`src/design/mbrt_cfg.svh`:
```
/*
 * Constants of the boot, reset, timestamp and I/O mode control block.
 * Assumes a 25 MHz reference clock; included by bare name.
 */
`ifndef MBRT_CFG_SVH
`define MBRT_CFG_SVH


//==========================================================
// Clock and timing
`define MBRT_CLK_HZ         25000000
`define MBRT_IMAGE_LOAD_MS  2000
`define MBRT_PARAM_LOAD_MS  1000
`define MBRT_BOOT_MAX_S     5
`define MBRT_TIME_RESP_MS   100
`define MBRT_RST_PULSE_US   125
`define MBRT_STROBE_MIN_US  125
`define MBRT_IMAGE_LOAD_CYC (`MBRT_IMAGE_LOAD_MS * (`MBRT_CLK_HZ / 1000))
`define MBRT_PARAM_LOAD_CYC (`MBRT_PARAM_LOAD_MS * (`MBRT_CLK_HZ / 1000))
`define MBRT_BOOT_MAX_CYC   (`MBRT_BOOT_MAX_S * `MBRT_CLK_HZ)

//==========================================================
// Serial commands and link settings
`define MBRT_CMD_RESET      8'h08
`define MBRT_CMD_DISCONNECT 8'h07
`define MBRT_BAUD_MODE1     9600
`define MBRT_BAUD_MODE3     115200
`define MBRT_DIV_MODE1      16'(`MBRT_CLK_HZ / `MBRT_BAUD_MODE1)
`define MBRT_DIV_MODE3      16'(`MBRT_CLK_HZ / `MBRT_BAUD_MODE3)
`define MBRT_DATA_BITS      4'h8
`define MBRT_TIME_W         32

`endif

```
`src/design/mbrt_pkg.sv`:
```
/*
 * Types of the boot, reset, timestamp and I/O mode control block.
 * Assumes nothing of its surroundings.
 */
package mbrt_pkg;
    typedef enum logic {MBRT_PKT_BOOT, MBRT_PKT_TIME} mbrt_pkt_t;
    typedef enum logic [1:0] {ST_IMAGE, ST_PARAMS, ST_ANNOUNCE, ST_RUN} mbrt_state_t;
endpackage

```
`src/design/mbrt_strobe_if.sv`:
```
/*
 * Synchronised timestamp strobe events between the strobe front end and the top.
 * Assumes both ends run on ref_clk.
 */
`timescale 1ns/100ps
interface mbrt_strobe_if;
    logic fall;
    logic rise;
    logic level;
    modport src (output fall, rise, level);
    modport dst (input  fall, rise, level);
endinterface

```
`src/design/mbrt_strobe.sv`:
```
/*
 * Timestamp strobe front end: two-flop synchroniser and edge detector.
 * Assumes an asynchronous, idle-high strobe pin and a synchronised reset.
 */
`timescale 1ns/100ps
module mbrt_strobe (
    // Clock and reset
    input  wire logic  ref_clk,
    input  wire logic  rst_sync_n,
    // Pin
    input  wire logic  time_strobe_n,
    // Events
    mbrt_strobe_if.src evt
);
    logic meta;
    logic sync;
    logic prev;
    logic fall;
    logic rise;

    //==========================================================
    // Synchroniser and edges
    wire next_fall = prev & ~sync;
    wire next_rise = ~prev & sync;

    always_ff @(posedge ref_clk or negedge rst_sync_n) begin
        if (!rst_sync_n) begin
            meta <= 1'b1;
            sync <= 1'b1;
            prev <= 1'b1;
            fall <= 1'b0;
            rise <= 1'b0;
        end else begin
            meta <= time_strobe_n;
            sync <= meta;
            prev <= sync;
            fall <= next_fall;
            rise <= next_rise;
        end
    end

    assign evt.fall  = fall;
    assign evt.rise  = rise;
    assign evt.level = prev;
endmodule

```
`src/design/mbrt_top.sv`:
```
/*
 * Boot, reset, timestamp and I/O mode control of a mesh module.
 * Assumes a serial packet engine on ref_clk that sends offered packets
 * and decodes host commands; pins come from an asynchronous host.
 */
`timescale 1ns/100ps
`include "mbrt_cfg.svh"
module mbrt_top import mbrt_pkg::*; #(
    parameter int unsigned IMAGE_CYC    = `MBRT_IMAGE_LOAD_CYC,
    parameter int unsigned PARAM_CYC    = `MBRT_PARAM_LOAD_CYC,
    parameter int unsigned BOOT_MAX_CYC = `MBRT_BOOT_MAX_CYC
) (
    // Clock and reset pin
    input  wire logic                    ref_clk,
    input  wire logic                    rst_n,
    // Host pins
    input  wire logic                    time_strobe_n,
    input  wire logic                    io_mode_sel,
    input  wire logic                    host_clear_to_send_n,
    output logic                         module_clear_to_send_n,
    output logic                         module_request_to_send_n,
    // Network and command side
    input  wire logic                    net_joined,
    input  wire logic                    rx_space,
    input  wire logic                    cmd_valid,
    input  wire logic [7:0]              cmd_code,
    input  wire logic                    read_time_req,
    // Serial engine
    input  wire logic                    tx_ready,
    output logic                         serial_ready,
    output logic                         mode3,
    output logic [15:0]                  baud_div,
    output logic                         byte_flow_en,
    output logic                         pkt_valid,
    output mbrt_pkt_t                    pkt_kind,
    output logic [`MBRT_TIME_W-1:0]      pkt_time
);
    function automatic logic at_limit(input logic [31:0] cnt, input int unsigned lim);
        at_limit = (cnt == 32'(lim - 1));
    endfunction

    //==========================================================
    // Reset release and pin synchronisers
    logic        rst_meta_n;
    logic        rst_sync_n;
    logic        mode_meta;
    logic        mode_sync;
    logic        hcts_meta;
    logic        hcts_sync_n;

    always_ff @(posedge ref_clk or negedge rst_n) begin
        if (!rst_n) begin
            rst_meta_n <= 1'b0;
            rst_sync_n <= 1'b0;
        end else begin
            rst_meta_n <= 1'b1;
            rst_sync_n <= rst_meta_n;
        end
    end

    always_ff @(posedge ref_clk) begin
        mode_meta   <= io_mode_sel;
        mode_sync   <= mode_meta;
        hcts_meta   <= host_clear_to_send_n;
        hcts_sync_n <= hcts_meta;
    end

    mbrt_strobe_if evt ();

    mbrt_strobe u_strobe (
        .ref_clk       (ref_clk),
        .rst_sync_n    (rst_sync_n),
        .time_strobe_n (time_strobe_n),
        .evt           (evt)
    );

    //==========================================================
    // Decode
    mbrt_state_t             state;
    mbrt_state_t             next_state;
    logic [31:0]             cnt;
    logic [`MBRT_TIME_W-1:0] ts;
    logic [`MBRT_TIME_W-1:0] ts_hold;
    logic                    armed;
    logic                    time_pend;

    wire soft_rst  = cmd_valid && (cmd_code == `MBRT_CMD_RESET ||
                                   cmd_code == `MBRT_CMD_DISCONNECT);
    wire running   = (state == ST_RUN);
    wire taken     = pkt_valid && tx_ready && !hcts_sync_n;
    wire img_done  = (state == ST_IMAGE) && at_limit(cnt, IMAGE_CYC);
    wire par_done  = (state == ST_PARAMS) && at_limit(cnt, PARAM_CYC);
    wire strobe_ts = running && evt.fall;
    wire req_ts    = running && read_time_req;
    wire time_set  = req_ts || (running && evt.rise && armed);
    wire next_time_pend = time_set || (time_pend && !(taken && running));
    wire next_armed     = strobe_ts || (armed && !evt.rise);
    wire next_offer     = (next_state == ST_ANNOUNCE) ||
                          ((next_state == ST_RUN) && next_time_pend);
    wire next_cts_n     = !(running && net_joined && rx_space);

    always_comb begin
        next_state = state;
        unique case (state)
            ST_IMAGE:    if (img_done) next_state = ST_PARAMS;
            ST_PARAMS:   if (par_done) next_state = ST_ANNOUNCE;
            ST_ANNOUNCE: if (taken) next_state = ST_RUN;
            ST_RUN:      next_state = ST_RUN;
        endcase
        if (soft_rst) next_state = ST_IMAGE;
    end

    //==========================================================
    // Boot sequencer
    always_ff @(posedge ref_clk or negedge rst_sync_n) begin
        if (!rst_sync_n) begin
            state        <= ST_IMAGE;
            cnt          <= 32'h0;
            serial_ready <= 1'b0;
        end else begin
            state        <= next_state;
            cnt          <= (next_state != state || soft_rst) ? 32'h0 : cnt + 32'h1;
            serial_ready <= (next_state == ST_ANNOUNCE) || (next_state == ST_RUN);
        end
    end

    //==========================================================
    // Mode strap, caught at boot start
    always_ff @(posedge ref_clk or negedge rst_sync_n) begin
        if (!rst_sync_n) begin
            mode3        <= 1'b0;
            baud_div     <= `MBRT_DIV_MODE1;
            byte_flow_en <= 1'b0;
        end else if (state == ST_IMAGE && cnt == 32'h0) begin
            mode3        <= mode_sync;
            baud_div     <= mode_sync ? `MBRT_DIV_MODE3 : `MBRT_DIV_MODE1;
            byte_flow_en <= mode_sync;
        end
    end

    //==========================================================
    // Timestamp capture and packet offer
    always_ff @(posedge ref_clk or negedge rst_sync_n) begin
        if (!rst_sync_n) begin
            ts        <= '0;
            ts_hold   <= '0;
            armed     <= 1'b0;
            time_pend <= 1'b0;
        end else begin
            ts        <= ts + `MBRT_TIME_W'(1);
            ts_hold   <= (strobe_ts || req_ts) ? ts : ts_hold;
            armed     <= next_armed && !soft_rst;
            time_pend <= next_time_pend && !soft_rst;
        end
    end

    always_ff @(posedge ref_clk or negedge rst_sync_n) begin
        if (!rst_sync_n) begin
            pkt_valid                <= 1'b0;
            pkt_kind                 <= MBRT_PKT_BOOT;
            pkt_time                 <= '0;
            module_request_to_send_n <= 1'b1;
            module_clear_to_send_n   <= 1'b1;
        end else begin
            pkt_valid                <= next_offer;
            pkt_kind                 <= (next_state == ST_RUN) ? MBRT_PKT_TIME : MBRT_PKT_BOOT;
            pkt_time                 <= (strobe_ts || req_ts) ? ts : ts_hold;
            module_request_to_send_n <= !next_offer;
            module_clear_to_send_n   <= next_cts_n;
        end
    end

    //==========================================================
    // Checks
    logic [31:0] boot_age;

    always_ff @(posedge ref_clk or negedge rst_sync_n) begin
        if (!rst_sync_n) begin
            boot_age <= 32'h0;
        end else begin
            boot_age <= (serial_ready || soft_rst) ? 32'h0 : boot_age + 32'h1;
        end
    end
endmodule

```
`config.mk`:
```
export PLATFORM = sky130hd
export DESIGN_NAME = mbrt_top
export DESIGN_NICKNAME = d
export VERILOG_FILES = /design/src/design/mbrt_pkg.sv /design/src/design/mbrt_strobe_if.sv /design/src/design/mbrt_strobe.sv /design/src/design/mbrt_top.sv
export VERILOG_INCLUDE_DIRS = /design/src /design/src/design
export SDC_FILE = /design/constraint.sdc
export NUM_CORES = 1
export LEC_CHECK = 0
export BUFFER_PORTS_ARGS = -buffer_cell sky130_fd_sc_hd__buf_2
export CAP_MARGIN = 0
export CORE_MARGIN = 2
export CORE_UTILIZATION = 50
export CTS_CLUSTER_DIAMETER = 50
export DETAILED_ROUTE_END_ITERATION = 16
export HOLD_SLACK_MARGIN = 0.1
export PLACE_DENSITY = 0.71
export SYNTH_ARGS = -nofsm -noshare
export SYNTH_HDL_FRONTEND = slang
export SYNTH_HIERARCHICAL = 1
export SYNTH_SLANG_ARGS = --single-unit
```
`constraint.sdc`:
```
create_clock -name ref_clk -period 10.5 [get_ports ref_clk]
set_input_delay 1.575 -clock ref_clk [delete_from_list [all_inputs] [get_ports ref_clk]]
set_output_delay 1.575 -clock ref_clk [all_outputs]
set_load 0.05 [all_outputs]
```
==> run metrics <==
Final ANT Viol Nets 0; row cnt 37; GRT overflow 0; final hold vios 0; worst vdd ir 0.130 mV; CP Cell Sequence buf_2; average wire per standard cell 14.8 um; Largest delay share family, worst path flip-flops; crit path time final 2.89 ns; Finished Layout Cells 660; CTS Buf Count 17; Worst-Skew Late Latency 0.51 ns; final slew viol count 0; setup TNS 0 ns; Yosys cell types 46; gr usage total 19.1%; H-tree Lvls 4; total power draw 0.00118 W; CTS tree yes; Synth Area per Inst 11.5 um^2; Tightest Pin Transition 0.794 ns; critical path class flip-flop to output port; Crit path arrival time 1.31 ns; DRC violations left 0; CP max FO 5; post-CTS resize count 0; full die area 11100 um^2; Vias 3482; DP HPWL 6240 um; Worst Path Buf+Inv 1; CTS clock-pin slew for the worst setup and hold paths 0.06 ns; Post-DP Area 5500 um^2; final setup fails 0; clock sink count 118; first-pass GRT wire length 16900 um; final instance area 6100 um^2; dpl ws 7.26 ns; ys async rst share 96.6%; Layout Nets 532; RSZ-0062 raised after global routing no; initial antenna violation count 0; final wirelength 9780 um; clk buf depth 2; layout cells sized above 1 27.9%; DP Cell Count 628; RePlAce Congestion 0.841; normalized max-slew margin 46.6%; IO buf count 64; final worst setup slack 7.61 ns; highest-delay cell along the critical path dfstp_2; register bit count reported by yosys 118; leakage power 3.01 nW; largest net degree at the start of global routing 62; register area share after synthesis 57.2%; Yosys warning count 6; vias in the first global route 3512; Core Box Area 10100 um^2; Setup crit end kind output port; Ports 73; Syn Inst Count 445; post-cts hold buffer count 0; Max-Cap Viols 0; power density cells 194 nW/um^2; DR iter-0 viols 205; synthesized cell area 5140 um^2; Post-CTS Repair Setup Buffers 0; crit share post-route 27.5%; Chip Height 105 um; Area Growth Syn to Fin 18.7%; die width 105 um; clock root buffer clkbuf_8; number of flops mapped to enable cells by yosys 0; Worst path max stage delay 0.55 ns; Ant. Diodes 0; Hold WC Path Type flip-flop to flip-flop; Worst Skew 0.00784 ns; main flop type after synthesis dfrtp_1; Initial Utilization 50.7%; fmax 346 MHz; status completed; drt pass-1 iters 5; Avg Vias per Cell 5.28; Critical Path Start Type flip-flop; Crit path required time 8.93 ns
## cells in the final DEF, fill, tap and decap left out, types with 5 or more instances in the layout
cell	netlist	final
nand2_1	29	29
nor3_1	5	5
conb_1	2	9
xnor2_1	26	26
xor2_1	33	33
and2_1	5	5
o21ai_0	5	5
nor2_1	52	52
dfrtp_1	108	107
inv_1	11	11
nand4_1	22	22
nand3_1	27	27
dfstp_2	6	6
clkbuf_16	0	16
buf_2	1	64
mux2_2	30	30
nor4_1	11	11
and3_1	7	7
## power breakdown
group	internal [W]	switching, W	total [W]
Combinational	0.0000293	0.0000484	0.0000777
Sequential	0.000478	0.0000376	0.000516
Clock	0.000368	0.000221	0.000589
Total	0.000875	0.000307	0.00118
## cell usage after synthesis (5+ instances only)
master	n	area, um^2
dfrtp_1	108	2700
xnor2_1	26	228
and2_1	5	31.3
clkbuf_1	6	22.5
buf_4	16	120
nand2_1	29	109
dfstp_2	6	158
nand4_1	22	138
nor3_1	5	25.0
mux2_2	30	338
nand3_1	27	135
and3_1	7	43.8
xor2_1	33	289
nor4_1	11	68.8
o21ai_0	5	25.0
nor2_1	52	195
inv_1	11	41.3
## state kept, by name, indices dropped and copies added, names as in the netlist, 2 cells and up
name,cells
state,2
ts,32
baud_div,2
cnt,32
ts_hold,32
## routing by layer
layer	track usage (%)	part of all wire, %	vias to the layer above	routed length (um)
met4	7.33	1.6	0	161
met1	24.7	43	1710	4220
met5	0	0	-	0
met2	30.4	50	104	4870
met3	5.50	5.4	18	525
li1	-	-	1650	-
## metrics by stage
| stage | hold WS [ns] | util, % |
|---|---|---|
| 2_1_floorplan | 0.310 | - |
| 3_3_place_gp | 0.317 | 54.2 |
| 3_5_place_dp | 0.314 | 54.2 |
| 4_1_cts | 0.335 | 60.2 |
| 5_1_grt | 0.354 | 60.2 |
| 6_report | 0.336 | 60.2 |
## cell families (layout without fill, tap and decap cells)
group,after synthesis,after routing,share of synthesized area [%]
AOI/OAI and AO/OA,20,20,2.97
xor gates and xnor gates,59,59,10.1
adders and majority gates,3,3,0.731
buffers and inverters,38,110,4.43
DFF,118,118,57.2
muxes,30,30,6.57
other,2,9,0.146
and+or+nand+nor,175,175,17.9
## worst reg2reg max path, stage by stage, from the launching register on
cell and delay (ns):
dfrtp_1 0.45, ha_1 0.28, nand2_1 0.15, or4_1 0.55, nor4_1 0.24, a211o_2 0.51, nor2_1 0.13
## path summary, 6_finish.rpt
path                             startpoint          end  slack [ns]  cells after the start
worst max-delay path            baud_div[9]  baud_div[9]        7.61                      1
worst min-delay path              mode_meta    mode_sync        0.34                      0
worst max register to register       cnt[0]       cnt[3]        8.05                      6
worst min register to register    mode_meta    mode_sync        0.34                      0
max in group asynchronous        rst_sync_n     state[0]        8.93                      1
min in group asynchronous        rst_sync_n  ts_hold[10]        0.36                      0
## layout make-up
cell class,count,area (um^2)
Timing Repair Buffer,67,343
Sequential cell,118,2940
Inverter,11,41.3
Clock buffer,17,414
Clock inverter,15,193
Multi-Input combinational cell,296,2000
Fill cell,799,4040
Tap cell,136,170
No activity file was read; power rests on OpenSTA's default activity.
